## src/hw/dbs_pkg.sv

```systemverilog
// Constants and types for the dual buck set-point configuration block
package dbs_pkg;
  localparam int unsigned CODE_W      = 7;
  localparam int unsigned LOW_W       = 6;
  localparam int unsigned MV_W        = 12;
  localparam int unsigned NUM_CHAN    = 2;
  localparam int unsigned NUM_MODE    = 3;
  // Arrangement field codes
  localparam logic [1:0]  ARR_SINGLE0 = 2'h0;
  localparam logic [1:0]  ARR_SINGLE1 = 2'h1;
  localparam logic [1:0]  ARR_RSVD    = 2'h2;
  localparam logic [1:0]  ARR_INDEP   = 2'h3;
  // Operating mode codes
  localparam logic [1:0]  MODE_NORMAL  = 2'h0;
  localparam logic [1:0]  MODE_STANDBY = 2'h1;
  localparam logic [1:0]  MODE_SLEEP   = 2'h2;
  // Channel index
  localparam logic        CHAN_A      = 1'b0;
  localparam logic        CHAN_B      = 1'b1;
  // Voltage steps in millivolts
  localparam logic [MV_W-1:0] LOW_BASE_MV  = 12'h190; // 400 mV
  localparam logic [MV_W-1:0] LOW_STEP_MV  = 12'h019; // 25 mV
  localparam logic [MV_W-1:0] HIGH_BASE_MV = 12'h320; // 800 mV
  localparam logic [MV_W-1:0] HIGH_STEP_MV = 12'h032; // 50 mV
  // Reset values and strap capture delay
  localparam logic [LOW_W-1:0] CODE_RST   = 6'h00;
  localparam logic [1:0]       LOAD_DELAY = 2'h2;
  typedef enum logic [1:0] {ARR_E_SINGLE, ARR_E_RESERVED, ARR_E_INDEPENDENT} dbs_arr_e;
endpackage : dbs_pkg

```

## src/hw/dbs_setpoint_cfg.sv

```systemverilog
// Arrangement decode, set-point storage and mode selection for two buck channels
// Notes on behaviour
// RULE_01: Arrangement field 00/01 means single phase, 11 independent, 10 reserved.
// RULE_02: In single phase host programs channel B identical to channel A.
// RULE_03: Independent arrangement: each channel driven only by its own settings.
// RULE_04: Range bit of normal code is read-only, set from one-time strap.
// RULE_05: Range 0: output is 400 mV plus 25 mV times low code.
// RULE_06: Range 1: output is 800 mV plus 50 mV times low code.
// RULE_07: Each channel holds separate six-bit codes for normal, standby, sleep.
// RULE_08: Initial range bit copied into standby and sleep codes too.
// RULE_09: Host should use high range for 2.0-3.3 V, low for 0.4-1.975 V.
// RULE_10: Host must not program outputs of 0.6 V or below.
// RULE_11: Each channel applies the code of the operating mode in effect.
// RULE_12: Single phase: combined output follows channel A code and mode only.
module dbs_setpoint_cfg (
  // Clock and reset
  input  wire logic                         mclk_i,
  input  wire logic                         nrst_i,
  // One-time-programmed straps
  input  wire logic [1:0]                   phase_arrangement_select_i,
  input  wire logic [dbs_pkg::NUM_CHAN-1:0] otp_range_i,
  // Host set-point write port
  input  wire logic                         wr_en_i,
  input  wire logic                         wr_chan_i,
  input  wire logic [1:0]                   wr_mode_i,
  input  wire logic [dbs_pkg::LOW_W-1:0]    wr_code_i,
  // Host read-back port
  input  wire logic                         rd_chan_i,
  input  wire logic [1:0]                   rd_mode_i,
  output logic      [dbs_pkg::CODE_W-1:0]   rd_code_o,
  // Operating mode per channel
  input  wire logic [1:0]                   mode_a_i,
  input  wire logic [1:0]                   mode_b_i,
  // Status
  output logic                              cfg_loaded_o,
  output logic                              single_phase_o,
  output logic                              arr_reserved_o,
  // Applied set points
  output logic      [dbs_pkg::CODE_W-1:0]   chan_a_code_o,
  output logic      [dbs_pkg::CODE_W-1:0]   chan_b_code_o,
  output logic      [dbs_pkg::MV_W-1:0]     chan_a_mv_o,
  output logic      [dbs_pkg::MV_W-1:0]     chan_b_mv_o
);
  import dbs_pkg::*;

  function automatic logic [MV_W-1:0] code_to_mv(input logic [CODE_W-1:0] code);
    logic [MV_W-1:0] low;
    low = {{(MV_W-LOW_W){1'b0}}, code[LOW_W-1:0]};
    if (code[CODE_W-1]) begin
      code_to_mv = HIGH_BASE_MV + MV_W'(low * HIGH_STEP_MV); // RULE_06
    end else begin
      code_to_mv = LOW_BASE_MV + MV_W'(low * LOW_STEP_MV); // RULE_05
    end
  endfunction : code_to_mv

  function automatic logic [1:0] mode_idx(input logic [1:0] mode);
    mode_idx = (mode == MODE_STANDBY || mode == MODE_SLEEP) ? mode : MODE_NORMAL;
  endfunction : mode_idx

  // Strap synchronisers
  logic [1:0]          arr_s1_q, arr_s2_q;
  logic [NUM_CHAN-1:0] rng_s1_q, rng_s2_q;
  always_ff @(posedge mclk_i or negedge nrst_i) begin
    if (!nrst_i) begin
      arr_s1_q <= 2'h0;
      arr_s2_q <= 2'h0;
      rng_s1_q <= '0;
      rng_s2_q <= '0;
    end else begin
      arr_s1_q <= phase_arrangement_select_i;
      arr_s2_q <= arr_s1_q;
      rng_s1_q <= otp_range_i;
      rng_s2_q <= rng_s1_q;
    end
  end

  // One-shot capture after reset release
  logic [1:0] load_cnt_q;
  logic       loaded_q;
  logic       load_now;
  assign load_now = !loaded_q && (load_cnt_q == LOAD_DELAY);
  always_ff @(posedge mclk_i or negedge nrst_i) begin
    if (!nrst_i) begin
      load_cnt_q <= 2'h0;
      loaded_q   <= 1'b0;
    end else begin
      if (!loaded_q && load_cnt_q != LOAD_DELAY) begin
        load_cnt_q <= load_cnt_q + 2'h1;
      end
      if (load_now) begin
        loaded_q <= 1'b1;
      end
    end
  end

  // Arrangement decode
  dbs_arr_e arr_q;
  always_ff @(posedge mclk_i or negedge nrst_i) begin
    if (!nrst_i) begin
      arr_q <= ARR_E_SINGLE;
    end else if (load_now) begin
      unique case (arr_s2_q)
        ARR_SINGLE0, ARR_SINGLE1: arr_q <= ARR_E_SINGLE; // RULE_01
        ARR_INDEP:                arr_q <= ARR_E_INDEPENDENT; // RULE_01
        ARR_RSVD:                 arr_q <= ARR_E_RESERVED; // RULE_01
      endcase
    end
  end

  // Range bits, one per channel, shared by all three modes
  logic [NUM_CHAN-1:0] range_q;
  always_ff @(posedge mclk_i or negedge nrst_i) begin
    if (!nrst_i) begin
      range_q <= '0;
    end else if (load_now) begin
      range_q <= rng_s2_q; // RULE_04 RULE_08
    end
  end

  // Low code storage, indexed by channel and mode
  logic [LOW_W-1:0] code_q [NUM_CHAN][NUM_MODE];
  always_ff @(posedge mclk_i or negedge nrst_i) begin
    if (!nrst_i) begin
      for (int c = 0; c < NUM_CHAN; c++) begin
        for (int m = 0; m < NUM_MODE; m++) begin
          code_q[c][m] <= CODE_RST;
        end
      end
    end else if (wr_en_i && wr_mode_i != 2'h3) begin
      code_q[wr_chan_i][wr_mode_i] <= wr_code_i; // RULE_07 RULE_03
    end
  end

  // Applied codes
  logic                single;
  logic [1:0]          ma, mb;
  logic [CODE_W-1:0]   sel_a, sel_b;
  logic [CODE_W-1:0]   app_a_q, app_b_q;
  logic [MV_W-1:0]     mv_a_q, mv_b_q;
  assign single = (arr_q != ARR_E_INDEPENDENT);
  assign ma     = mode_idx(mode_a_i);
  assign mb     = mode_idx(mode_b_i);
  assign sel_a  = {range_q[CHAN_A], code_q[CHAN_A][ma]}; // RULE_11
  assign sel_b  = single ? sel_a : {range_q[CHAN_B], code_q[CHAN_B][mb]}; // RULE_12 RULE_03
  always_ff @(posedge mclk_i or negedge nrst_i) begin
    if (!nrst_i) begin
      app_a_q <= '0;
      app_b_q <= '0;
      mv_a_q  <= LOW_BASE_MV;
      mv_b_q  <= LOW_BASE_MV;
    end else begin
      app_a_q <= sel_a;
      app_b_q <= sel_b;
      mv_a_q  <= code_to_mv(sel_a); // RULE_05 RULE_06
      mv_b_q  <= code_to_mv(sel_b);
    end
  end

  // Read-back
  logic [CODE_W-1:0] rd_q;
  always_ff @(posedge mclk_i or negedge nrst_i) begin
    if (!nrst_i) begin
      rd_q <= '0;
    end else begin
      rd_q <= {range_q[rd_chan_i], code_q[rd_chan_i][mode_idx(rd_mode_i)]}; // RULE_04
    end
  end

  assign rd_code_o      = rd_q;
  assign cfg_loaded_o   = loaded_q;
  assign single_phase_o = single;
  assign arr_reserved_o = (arr_q == ARR_E_RESERVED);
  assign chan_a_code_o  = app_a_q;
  assign chan_b_code_o  = app_b_q;
  assign chan_a_mv_o    = mv_a_q;
  assign chan_b_mv_o    = mv_b_q;

  // Checks
  chk_arr_decode: assert property (@(posedge mclk_i) disable iff (!nrst_i) // RULE_01
    load_now |=> (single_phase_o == ($past(arr_s2_q) != ARR_INDEP))
                 && (arr_reserved_o == ($past(arr_s2_q) == ARR_RSVD)))
    else $error("arrangement decode wrong");
  chk_single_follow: assert property (@(posedge mclk_i) disable iff (!nrst_i) // RULE_12
    single_phase_o |=> chan_b_code_o == $past(sel_a))
    else $error("channel B does not follow A in single phase");
  chk_indep_own: assert property (@(posedge mclk_i) disable iff (!nrst_i) // RULE_03
    !single_phase_o |=> chan_b_code_o == {range_q[CHAN_B], $past(code_q[CHAN_B][mb])})
    else $error("channel B not from own settings");
  chk_low_range: assert property (@(posedge mclk_i) disable iff (!nrst_i) // RULE_05
    !chan_a_code_o[6] |-> chan_a_mv_o == 12'h190 + 12'h019 * {6'h00, chan_a_code_o[5:0]})
    else $error("low range voltage wrong");
  chk_high_range: assert property (@(posedge mclk_i) disable iff (!nrst_i) // RULE_06
    chan_b_code_o[6] |-> chan_b_mv_o == 12'h320 + 12'h032 * {6'h00, chan_b_code_o[5:0]})
    else $error("high range voltage wrong");
  chk_range_fixed: assert property (@(posedge mclk_i) disable iff (!nrst_i) // RULE_04
    loaded_q |=> $stable(range_q))
    else $error("range bit changed after load");
  chk_mode_apply: assert property (@(posedge mclk_i) disable iff (!nrst_i) // RULE_11
    (wr_en_i && !wr_chan_i && wr_mode_i == MODE_STANDBY && mode_a_i == MODE_STANDBY) ##1
    (mode_a_i == MODE_STANDBY && !wr_en_i) |=> chan_a_code_o[5:0] == $past(wr_code_i, 2))
    else $error("standby code not applied");
  chk_range_copy: assert property (@(posedge mclk_i) disable iff (!nrst_i) // RULE_08
    loaded_q && (mode_a_i == MODE_SLEEP) |=> chan_a_code_o[6] == range_q[CHAN_A])
    else $error("sleep code range differs from normal");
  chk_code_store: assert property (@(posedge mclk_i) disable iff (!nrst_i) // RULE_07
    wr_en_i && wr_mode_i != 2'h3 |=> code_q[$past(wr_chan_i)][$past(wr_mode_i)] == $past(wr_code_i))
    else $error("set-point write lost");
  chk_chan_a_own: assert property (@(posedge mclk_i) disable iff (!nrst_i) // RULE_11
    1'b1 |=> chan_a_code_o == $past({range_q[CHAN_A], code_q[CHAN_A][ma]}))
    else $error("channel A code not from its own mode slot");
  chk_range_b_copy: assert property (@(posedge mclk_i) disable iff (!nrst_i) // RULE_08
    loaded_q && !single && (mode_b_i == MODE_STANDBY) |=> chan_b_code_o[6] == range_q[CHAN_B])
    else $error("standby code range differs from normal");
  chk_rd_range: assert property (@(posedge mclk_i) disable iff (!nrst_i) // RULE_04
    1'b1 |=> rd_code_o[6] == $past(range_q[rd_chan_i]))
    else $error("read-back range bit not the strapped value");
  chk_load_hold: assert property (@(posedge mclk_i) disable iff (!nrst_i) // RULE_04
    cfg_loaded_o |=> cfg_loaded_o)
    else $error("strap capture flag dropped");
  chk_arr_hold: assert property (@(posedge mclk_i) disable iff (!nrst_i) // RULE_01
    loaded_q |=> $stable(arr_q))
    else $error("arrangement changed after capture");
endmodule : dbs_setpoint_cfg

```

## config.mk

```make
export PLATFORM = sky130hd
export DESIGN_NAME = dbs_setpoint_cfg
export DESIGN_NICKNAME = d
export VERILOG_FILES = /design/src/hw/dbs_pkg.sv /design/src/hw/dbs_setpoint_cfg.sv
export SDC_FILE = /design/constraint.sdc
export NUM_CORES = 1
export LEC_CHECK = 0
export ABC_CLOCK_PERIOD_IN_PS = 6650
export BUFFER_PORTS_ARGS = -buffer_cell sky130_fd_sc_hd__buf_2
export CAP_MARGIN = 10
export CELL_PAD_IN_SITES_DETAIL_PLACEMENT = 1
export CELL_PAD_IN_SITES_GLOBAL_PLACEMENT = 1
export CORE_MARGIN = 2
export CORE_UTILIZATION = 50
export DETAILED_ROUTE_END_ITERATION = 10
export PLACE_DENSITY_LB_ADDON = 0.25
export SLEW_MARGIN = 15
export SYNTH_ARGS = -nofsm -noshare
export SYNTH_HDL_FRONTEND = slang
export SYNTH_SLANG_ARGS = --single-unit
```

## constraint.sdc

```tcl
create_clock -name mclk_i -period 6.65 [get_ports mclk_i]
set_input_delay 0.665 -clock mclk_i [delete_from_list [all_inputs] [get_ports mclk_i]]
set_output_delay 0.665 -clock mclk_i [all_outputs]
set_load 0.05 [all_outputs]
```

==> results of run 1 <==
## synth_stat cells, types with 5 or more instances
cell type / count
a211oi_1: 8
a21o_1: 7
a21oi_1: 22
clkbuf_1: 10
dfrtp_1: 90
dfstp_2: 6
fa_1: 7
ha_1: 84
inv_1: 45
mux2_2: 43
mux2i_1: 18
mux4_2: 5
nand2_1: 27
nand2b_1: 8
nor2_1: 19
nor2b_1: 11
nor3_1: 7
nor3b_1: 6
o21ai_0: 26
o221ai_1: 5
xnor2_1: 20
xor2_1: 10
## state kept, by name (all words and copies together) (netlist names), 2 cells and up
name	count
arr_q	2
arr_s1_q	2
arr_s2_q	2
chan_a_code_o	7
chan_a_mv_o	12
chan_b_code_o	7
chan_b_mv_o	12
code_q	36
load_cnt_q	2
range_q	2
rd_code_o	7
rng_s1_q	2
rng_s2_q	2
## where the power goes
| group | internal [mW] | switching, mW |
|---|---|---|
| combinational | 0.758 | 1.20 |
| sequential | 0.743 | 0.0743 |
| clock | 0.302 | 0.230 |
| total | 1.80 | 1.50 |
## through the flow
stage          power (mW)  hold slack (ns)  instances
2_1_floorplan        2.31            0.331        542
4_1_cts              3.33            0.216        764
6_report             3.30            0.203        764
3_3_place_gp         2.68            0.332        748
3_5_place_dp         2.77            0.339        748
5_1_grt              3.57            0.235        764
## cells by family after synthesis
kind of cell / count (synthesis) / synth area share [%]
AND/OR/NAND/NOR: 102 / 9.24
flip-flops: 96 / 39.4
adder cells (fa/ha/maj): 91 / 19.5
multiplexers: 68 / 13.5
XOR/XNOR: 31 / 4.57
AO/OA/AOI/OAI: 92 / 9.60
buffers and inverters: 62 / 4.20
## cell usage in the layout, fill, tap and decap left out, drive strengths merged, types with 3 or more instances in the layout
cell type,n
o21ai,30
clkbuf,11
and2,4
nor2,19
nor3b,6
dfrtp,90
mux2,43
ha,84
mux2i,20
or2,3
xnor2,20
nand2,28
mux4,5
a211oi,8
dfstp,6
xor2,11
nor3,7
a21o,7
fa,7
buf,74
inv,48
nor2b,11
o22ai,4
a21oi,22
nand2b,10
o221ai,5
o22a,4
## worst max-delay path, delay by kind of cell
| family | cells | cell delay (ns) |
|---|---|---|
| buffers and inverters | 4 | 0.37 |
| AOI/OAI and AO/OA | 6 | 1.78 |
| adders and majority gates | 5 | 1.58 |
| xor gates and xnor gates | 1 | 0.15 |
| and+or+nand+nor | 4 | 0.55 |
## how the worst min path moves through the flow
stage	startpoint	endpoint	slack [ns]	depth (start not counted)
2_1_floorplan	arr_s1_q[0]	arr_s2_q[0]	0.33	0
3_3_place_gp	rng_s1_q[1]	rng_s2_q[1]	0.33	0
3_5_place_dp	arr_s1_q[0]	arr_s2_q[0]	0.34	0
4_1_cts	nrst_i	chan_a_code_o[5]	0.22	1
5_1_grt	nrst_i	chan_a_mv_o[11]	0.23	1
6_report	nrst_i	chan_a_code_o[5]	0.20	1
## layer usage
metal / vias to the layer above / share of wire, % / global-route usage, %
li1: 2040 / - / -
met1: 2205 / 44 / 31.1
met2: 85 / 50 / 41.4
met3: 22 / 3.7 / 3.92
met4: 0 / 2.1 / 9.43
met5: - / 0 / 0
## final cells by class
class / count / area share, %
clock inverter: 5 / 0.816
clock buffer: 11 / 3.52
tap: 147 / 2.66
multi-input combinational: 384 / 50.0
inverter: 47 / 2.59
sequential: 96 / 34.9
timing repair buffer: 74 / 5.55
==> results.md, run 1 <==
* Outcome: complete, no violations
* Type of the worst min-delay path: in2async
* Pre-antenna DRT Iters at 4
* CTS Hold Bufs at 0
* Ys Warns at 0
* CP Launch Type: input pin
* Setup crit end: chan_b_mv_o[11]
* Rows at 40
* Multi-input gate area at roughly 3400 µm²
* Clk buf depth at 2
* # Post-CTS Setup Buffers at 0
* Fmax at around 210 MHz
* Buffers on Ports at 70
* Register area at between 2000 and 2500 µm²
* Clock sink count at 96
* Worst Path Arrival at slightly above 5 ns
* Synth Register Bits at 96
* Post-place setup slack at about 1.6 ns
* Req. time, crit path at just under 7 ns
* Worst setup margin at 1.83 ns
* Die Y at ~110 µm
* Asr flop ratio synth at 100%
* Crit path largest cell delay at approximately 0.57 ns
* Ant diodes at 0
* Fin area at slightly below 7000 µm²
* Clk slew on worst S/H paths at 0.07 ns
* Clk_lat worst skew at 0.36 ns
* Global-route wire length before repair at between 20 and 25 mm
* Layout Nets at around 730
* Pwr/cell area at approximately 480 nW/µm²
* Setup CP Type: in2reg
* Worst R2R Setup Slack at approximately 2.1 ns
* Slowest CP cell: fa_1
* Number of flops mapped to enable cells by yosys at 0
* FF-to-FF path depth at 18
* Starting Density at between 50% and 60%
* Slew Viols, Final at 0
* Max-cap violations at 0
* Final hold violations at 0
* GRT Residual Overflow at 0
* Initial DRC count at about 210
* HPWL Detailed at 11.1 mm
* Clock Skew at 0.0118 ns
* Start point of the critical path: mode_a_i[1]
* Synth area leaders: dfrtp_1, ha_1, mux2_2
* Die area at ~13000 µm²
* Worst-Margin Slew at about 1.1 ns
* Final core utilization at about 58%
* Max FO, Critical Path at 6
* Total negative slack at 0 ns
* Total GRT Usage at roughly a quarter
* Wire per inst at between 15 and 20 µm
* Via/cell ratio at ~5.7
* Die width at roughly 110 µm
* Post-route DRC at 0
* CTS tree: done
* # H-tree levels at 3
* Fillers at ~1300
* Total CTS buffers at 9
* Setup violators final at 0
* Critical Path, Cell by Cell: buf_2 > nand2b_2 > nand2_2 > o21ai_1 > nor2_1 > a21oi_1 > inv_1 > ha_1 > ha_1 > ha_1 > inv_1 > fa_1 > inv_1 > ha_1 > nor3b_1 > a2111oi_0 > o311ai_0 > o21ai_1 > xnor2_1 > a2bb2oi_1
* Leakage at 3.37 nW
* RSZ-0062 raised after global routing: no
* Post-synth top area share at a little under two fifths
* Dpl cell area at approximately 6600 µm²
* Aggregate routed wire length at around 15 mm
* Post-CTS sizing at 0
* R2R Path End: chan_b_mv_o[11]
* CORE AREA at ~12000 µm²
* Worst path most repeated cell: ha_1
* Netlist cell types at 59
* Mapped Area at 6110 µm²
* Worst slew margin at ~26%
* Synthesized area per cell at 11.3 µm²
* Leading area contributor after synthesis: dfrtp_1
* Sequential area share after synthesis at 39.4%
* Worst R2R Start: code_q[18]
* Worst setup EP type: register
* Synth Net Count at approximately 660
* Antenna violations before repair at 0
* Final worst-path cycle share at between 70% and 80%
* Area grow syn2layout at 13.0%
* Vias in the first global route at roughly 4700
* Io pins at between 70 and 80
* Share of layout cells above drive strength 1 at between 20% and 30%
* Ys flop type: dfrtp_1
* Post-DRT Antenna Nets at 0
* Fin crit period at roughly 4.8 ns
* VDD IR max at roughly 0.00037 V
* Placer Congestion at 0.829
* Clock root buffer: clkbuf_16
* Largest net degree at the start of global routing at between 70 and 80
* Via Count at approximately 4400
* Gate Count Post-Synth at ~540
No activity file was read; power rests on OpenSTA's default activity.
==> run 2: changes to the inputs <==
- ABC_AREA: not set -> 1
- ABC_CLOCK_PERIOD_IN_PS: 6650 -> 4280
- CORE_UTILIZATION: 50 -> 40
- clock period: 6.65 -> 4.28 ns (I/O delays scaled with it)
==> run 2 against run 1 <==
Effect of this change:
- sequential power grew 49%
- largest power group unchanged
- first-iteration DRC count is 34% higher
- worst setup slack got worse by 1.2 ns
- final cell count grew 33%
- register-to-register slack worse by 1.4 ns
- flip-flop and latch count unchanged
- design area up 2.1%
- via count up 18%
==> results.md, run 2 <==
* Outcome: complete, no violations
* Initial DRC count at 282
* Clock Skew at around 0.009 ns
* Clock sink count at 96
* # H-tree levels at 3
* Area grow syn2layout at 13.6%
* Sequential area share after synthesis at about two fifths
* Hold_sp: otp_range_i[0]
* Buffers on Ports at 70
* Clk slew on worst S/H paths at 0.06 ns
* Synth Net Count at 870
* Type of the worst min-delay path: in2reg
* Rows at 45
* Asr flop ratio synth at 100%
* Starting Density at 40.8%
* Die area at ~17000 µm²
* Worst R2R Start: code_q[20]
* Mapped Area at just over 6000 µm²
* CTS tree: done
* Clk buf depth at 2
* Io pins at slightly above 70
* Final hold violations at 0
* FF-to-FF path depth at 19
* Clock root buffer: clkbuf_16
* Synth area leaders: dfrtp_1, ha_1, nand2_1
* Req. time, crit path at 4.52 ns
* Wire per inst at between 15 and 20 µm
* Setup CP Type: in2reg
* Antenna violations before repair at 0
* Vias in the first global route at ~5400
* Worst slew margin at 39.8%
* Gate Count Post-Synth at 756
* Total negative slack at 0 ns
* Clk_lat worst skew at around 0.36 ns
* Final worst-path cycle share at a little under nine tenths
* Netlist cell types at 42
* Leakage at 3.92 nW
* Max-cap violations at 0
* Post-synth top area share at between 30 and 40%
* Worst setup EP type: register
* Via/cell ratio at 5.06
* Worst Path Arrival at between 3 and 4 ns
* Number of flops mapped to enable cells by yosys at 0
* VDD IR max at between 0.0002 and 0.00025 V
* Max FFs per register at 36
* Ant diodes at 0
* Leading area contributor after synthesis: dfrtp_1
* Max FO, Critical Path at 6
* Die Y at roughly 130 µm
* Ys Warns at 0
* Multiplexer share of the synthesized area at 0.323%
* Pre-antenna DRT Iters at 4
* Synth Register Bits at 96
* Largest family of logic cells by synthesized area: simple AND/OR/NAND/NOR gates
* Largest net degree at the start of global routing at between 60 and 70
* Fin area at slightly above 7000 µm²
* Total CTS buffers at 9
* Post-Synth Adder-Cell Area at a little under a fifth
* Via Count at about 5200
* Slew Viols, Final at 0
* Start point of the critical path: mode_a_i[1]
* RSZ-0062 raised after global routing: no
* Post-DRT Antenna Nets at 0
* Final core utilization at between 40% and 50%
* Die width at roughly 130 µm
* R2R Path End: chan_a_mv_o[11]
* Fin crit period at about 3.6 ns
* Worst-Margin Slew at between 0.9 and 1 ns
* HPWL Detailed at 12.9 mm
* Most common cell after layout, fill and taps aside: nand2_1
* CP Launch Type: input pin
* Layout Nets at 939
* Most used standard cell by instance count after synthesis: nand2_1
* Fmax at between 200 and 300 MHz
* GRT Residual Overflow at 0
* Global-route wire length before repair at about 27 mm
* Area share of xor/xnor cells in the synthesized design at under 10%
* Synthesized area per cell at around 8 µm²
* Pwr/cell area at roughly 610 nW/µm²
* Share of layout cells above drive strength 1 at between 10% and 20%
* Post-route DRC at 0
* Post-CTS sizing at 0
* Total GRT Usage at a little over a fifth
* Setup crit end: chan_b_mv_o[11]
* Dpl cell area at about 6800 µm²
* Fillers at between 1500 and 2000
* Total power at between 4 and 5 mW
* # Post-CTS Setup Buffers at 0
* CORE AREA at 15200 µm²
* Post-Synth Simple-Gate Area at between 20% and 30%
* Commonest cells after routing, fill and taps aside: nand2_1, inv_1, dfrtp_1, ha_1, buf_2
* Reg with most FFs: code_q
* Most frequent cells after synthesis: nand2_1, inv_1, dfrtp_1
* Aggregate routed wire length at ~16 mm
* Setup violators final at 0
* CTS Hold Bufs at 0
* Ys flop type: dfrtp_1
* Compound-gate portion of the synthesized area at 10.4%
* Placer Congestion at 0.877
* Worst R2R Setup Slack at between 0.6 and 0.7 ns
[run 2: cell count changes in the layout (fill, tap and decap cells not counted), moves of 11 or more]
cell	previous run	this run
inv_1	45	102
mux2_2	43	0
mux2i_1	18	2
nand2_1	27	211
nand3_1	1	31
nor2_1	19	37
nor2b_1	11	0
o21ai_0	26	66
xnor2_1	20	4
[run 2: layout make-up]
type                    instances  area (µm²)  area share (%)
clock buffers                  11         233            3.30
clock inverters                 5        65.1           0.923
inverters                     113         432            6.12
multi-input cells             532        3300            46.8
flip-flops and latches         96        2410            34.2
well taps                     188         235            3.34
repair buffers                 73         375            5.33
[run 2: worst min-delay path by stage]
stage | cells after the start | to
final | 1 | rng_s1_q[0]
after global routing | 1 | rng_s1_q[0]
after CTS | 1 | rng_s1_q[0]
after detailed placement | 0 | arr_s2_q[1]
after global placement | 0 | arr_s2_q[0]
after floorplan | 0 | arr_q[0]
[run 2: power breakdown]
part / switching [mW] / leakage, nW / internal [mW]
Combinational: 1.53 / 2.61 / 0.709
Sequential: 0.0956 / 1.17 / 1.12
Clock: 0.357 / 0.138 / 0.459
Total: 1.98 / 3.92 / 2.29
[run 2: kinds of logic (layout without fill, tap and decap cells)]
family | Yosys count | in the layout
adders and majority gates | 91 | 91
and+or+nand+nor | 315 | 315
buffers and inverters | 128 | 202
xor gates and xnor gates | 8 | 8
AOI/OAI and AO/OA | 116 | 116
muxes | 2 | 2
DFF | 96 | 96
[run 2: worst max-delay path: stages]
cell and delay (ns):
buf_2 0.13, nand2_2 0.15, inv_2 0.09, nor2_4 0.13
inv_1 0.06, o21bai_2 0.30, nand2_1 0.11, o21ai_2 0.12
inv_1 0.20, ha_1 0.35, inv_1 0.05, ha_1 0.27
ha_1 0.31, ha_1 0.39, nand2_1 0.10, nor2_1 0.11
nand2_1 0.08, nand3_1 0.07, nand2_1 0.06, nand2_1 0.14
nand3_1 0.09, nand3_1 0.08, nand2_1 0.06
[run 2: routing by layer]
| layer | global-route usage [%] | vias to the layer above | part of all wire [%] |
|---|---|---|---|
| li1 | - | 2564 | - |
| met1 | 25.2 | 2500 | 45 |
| met2 | 38.7 | 73 | 51 |
| met3 | 3.41 | 16 | 2.7 |
| met4 | 6.39 | 0 | 1.4 |
| met5 | 0 | - | 0 |
[run 2: stage by stage]
| stage | worst slack (ns) | hold WS, ns | std cells |
|---|---|---|---|
| 6_report | 0.635 | 0.178 | 1018 |
| 5_1_grt | 0.301 | 0.164 | 1018 |
| 4_1_cts | 0.605 | 0.165 | 1018 |
| 3_5_place_dp | 0.251 | 0.336 | 1002 |
| 3_3_place_gp | 0.410 | 0.340 | 1002 |
| 2_1_floorplan | 0.874 | 0.132 | 756 |
==> run 3: changes to the inputs <==
- BUFFER_PORTS_ARGS: -buffer_cell sky130_fd_sc_hd__buf_2 -> not set
- CORE_UTILIZATION: 40 -> 45
- CTS_BUF_LIST: not set -> sky130_fd_sc_hd__clkbuf_4 sky130_fd_sc_hd__clkbuf_8
- DONT_BUFFER_PORTS: not set -> 1
==> run 3 against run 2 <==
Effect of this change:
- first-iteration DRC count down 20%
- clock skew is 0.015 ns higher
- design area fell by 6.6%
- sequential share of layout area grew 2.4 points
- global-route usage grew 2.6 points
- critical path type is now reg2reg
- non-clock buffer count shrank 69
- flip-flop and latch count unchanged
- worst hold slack got worse by 0.13 ns
- via count decreased by 3.3%
- sequential power rose by 38%
==> results.md, run 3 (same netlist as run 2, synthesis figures left out) <==
* Post-DRT Antenna Nets at 0
* FF-to-FF path depth at 18
* CP Launch Type: register
* Final hold violations at 0
* Area grow syn2layout at 6.07%
* Worst Path Arrival at 3.98 ns
* Clock sink count at between 90 and 100
* Via Count at ~5000
* Total power at 3.92 mW
* Fillers at approximately 1600
* VDD IR max at between 0.00015 and 0.0002 V
* Outcome: complete, no violations
* Antenna violations before repair at 0
* Commonest cells after routing, fill and taps aside: nand2_1, inv_1, dfrtp_1, ha_1, o21ai_0
* Most common cell after layout, fill and taps aside: nand2_1
* # Post-CTS Setup Buffers at 0
* Reg with most FFs: code_q
* Placer Congestion at a little under 0.9
* Post-place setup slack at 0.435 ns
* Aggregate routed wire length at 16.2 mm
* Post-route DRC at 0
* Worst setup EP type: register
* Starting Density at between 40% and 50%
* Req. time, crit path at 4.55 ns
* Worst R2R Setup Slack at 0.57 ns
* Min Hold Slack at 0.0523 ns
* Hold Path Depth at 0
* Leakage at around 3.6 nW
* Total negative slack at 0 ns
* Max-cap violations at 0
* Layout Nets at 870
* Fmax at about 270 MHz
* Pre-antenna DRT Iters at 4
* Die Y at ~120 µm
* HPWL Detailed at between 10 and 15 mm
* Worst-Margin Slew at roughly 0.89 ns
* Max FFs per register at 36
* Non-Filler Instances at 936
* Largest net degree at the start of global routing at 97
* Setup violators final at 0
* Die width at approximately 120 µm
* # H-tree levels at 3
* Global-route wire length before repair at around 27 mm
* Clk_lat worst skew at between 0.3 and 0.4 ns
* Multi-input gate area at 3300 µm²
* CTS tree: done
* Buffers on Ports at 0
* Vias in the first global route at 5372
* Worst setup margin at 0.570 ns
* Pwr/cell area at about 590 nW/µm²
* Setup CP Type: reg2reg
* Initial DRC count at between 200 and 250
* GRT Residual Overflow at 0
* Total GRT Usage at between 20% and 30%
* Total CTS buffers at 9
* Die area at 14700 µm²
* Clock root buffer: clkbuf_8
* Max FO, Critical Path at 10
* Clk slew on worst S/H paths at approximately 0.11 ns
* CTS Hold Bufs at 2
* Clock Skew at around 0.024 ns
* Share of layout cells above drive strength 1 at between 8 and 9%
* Via/cell ratio at ~5.3
* Wire per inst at roughly 17 µm
* Fin crit period at 3.71 ns
* Rows at 42
* Worst R2R Start: arr_q[1]
* Dpl cells at approximately 920
* Type of the worst min-delay path: in2reg
* Hold_sp: otp_range_i[1]
* Clk buf depth at 2
* Post-CTS sizing at 0
* Register area at ~2400 µm²
* Slew Viols, Final at 0
* RSZ-0062 raised after global routing: no
* CORE AREA at about 13000 µm²
* Worst slew margin at around two fifths
* Final worst-path cycle share at between 80% and 90%
* Io pins at between 70 and 80
* Start point of the critical path: arr_q[1]
==> run 3: cell types whose count changed in the layout (fill, tap and decap cells not counted), moves of 2 or more <==
cell       previous run  this run
buf_2                69         0
clkbuf_8              0        10
buf_4                 4         2
clkbuf_1              2         0
clkbuf_16             9         0
==> run 3: routing by layer <==
| metal | up-vias | routed length [µm] | global-route usage, % |
|---|---|---|---|
| met5 | - | 0 | 0 |
| met3 | 12 | 504 | 4.23 |
| li1 | 2427 | - | - |
| met4 | 0 | 169 | 5.53 |
| met2 | 92 | 8250 | 42.5 |
| met1 | 2452 | 7270 | 29.4 |
==> run 3: worst paths after layout <==
kind                                    endpoint
worst min-delay path                 rng_s1_q[1]
max in group asynchronous         chan_b_mv_o[4]
worst max-delay path              chan_b_mv_o[9]
worst max register to register    chan_b_mv_o[9]
min in group asynchronous       chan_a_code_o[6]
worst min register to register       rng_s2_q[0]
==> run 3: layout make-up <==
type / count / share of cell area (%)
flip-flops and latches: 96 / 36.6
diodes: 1 / 0.0380
multi-input cells: 532 / 50.1
inverters: 113 / 6.56
clock inverters: 4 / 0.456
well taps: 176 / 3.35
repair buffers: 4 / 0.798
clock buffers: 10 / 2.09
==> run 3: power by group <==
part	total, mW	switching (mW)	internal [mW]
registers	1.68	0.560	1.12
clock network	0.558	0.334	0.223
logic	1.68	1.06	0.622
==> run 3: worst max-delay path, cell delays in order (launching register included) <==
cell	delay, ns
dfrtp_1	0.43
nand2_4	0.28
clkinv_1	0.27
o21ai_2	0.30
ha_1	0.23
inv_1	0.06
nand3_1	0.08
nand2_1	0.06
ha_1	0.27
ha_1	0.28
ha_1	0.23
inv_1	0.08
fa_1	0.41
nor2_1	0.12
o21ai_0	0.08
nand2_1	0.10
xnor2_1	0.12
nand2_1	0.09
o21a_1	0.11
==> run 3: through the flow <==
stage | area [µm²] | util [%]
6_report | 6580 | 49.3
3_3_place_gp | 6370 | 47.8
5_1_grt | 6580 | 49.3
4_1_cts | 6580 | 49.3
2_1_floorplan | 6210 | -
3_5_place_dp | 6370 | 47.8
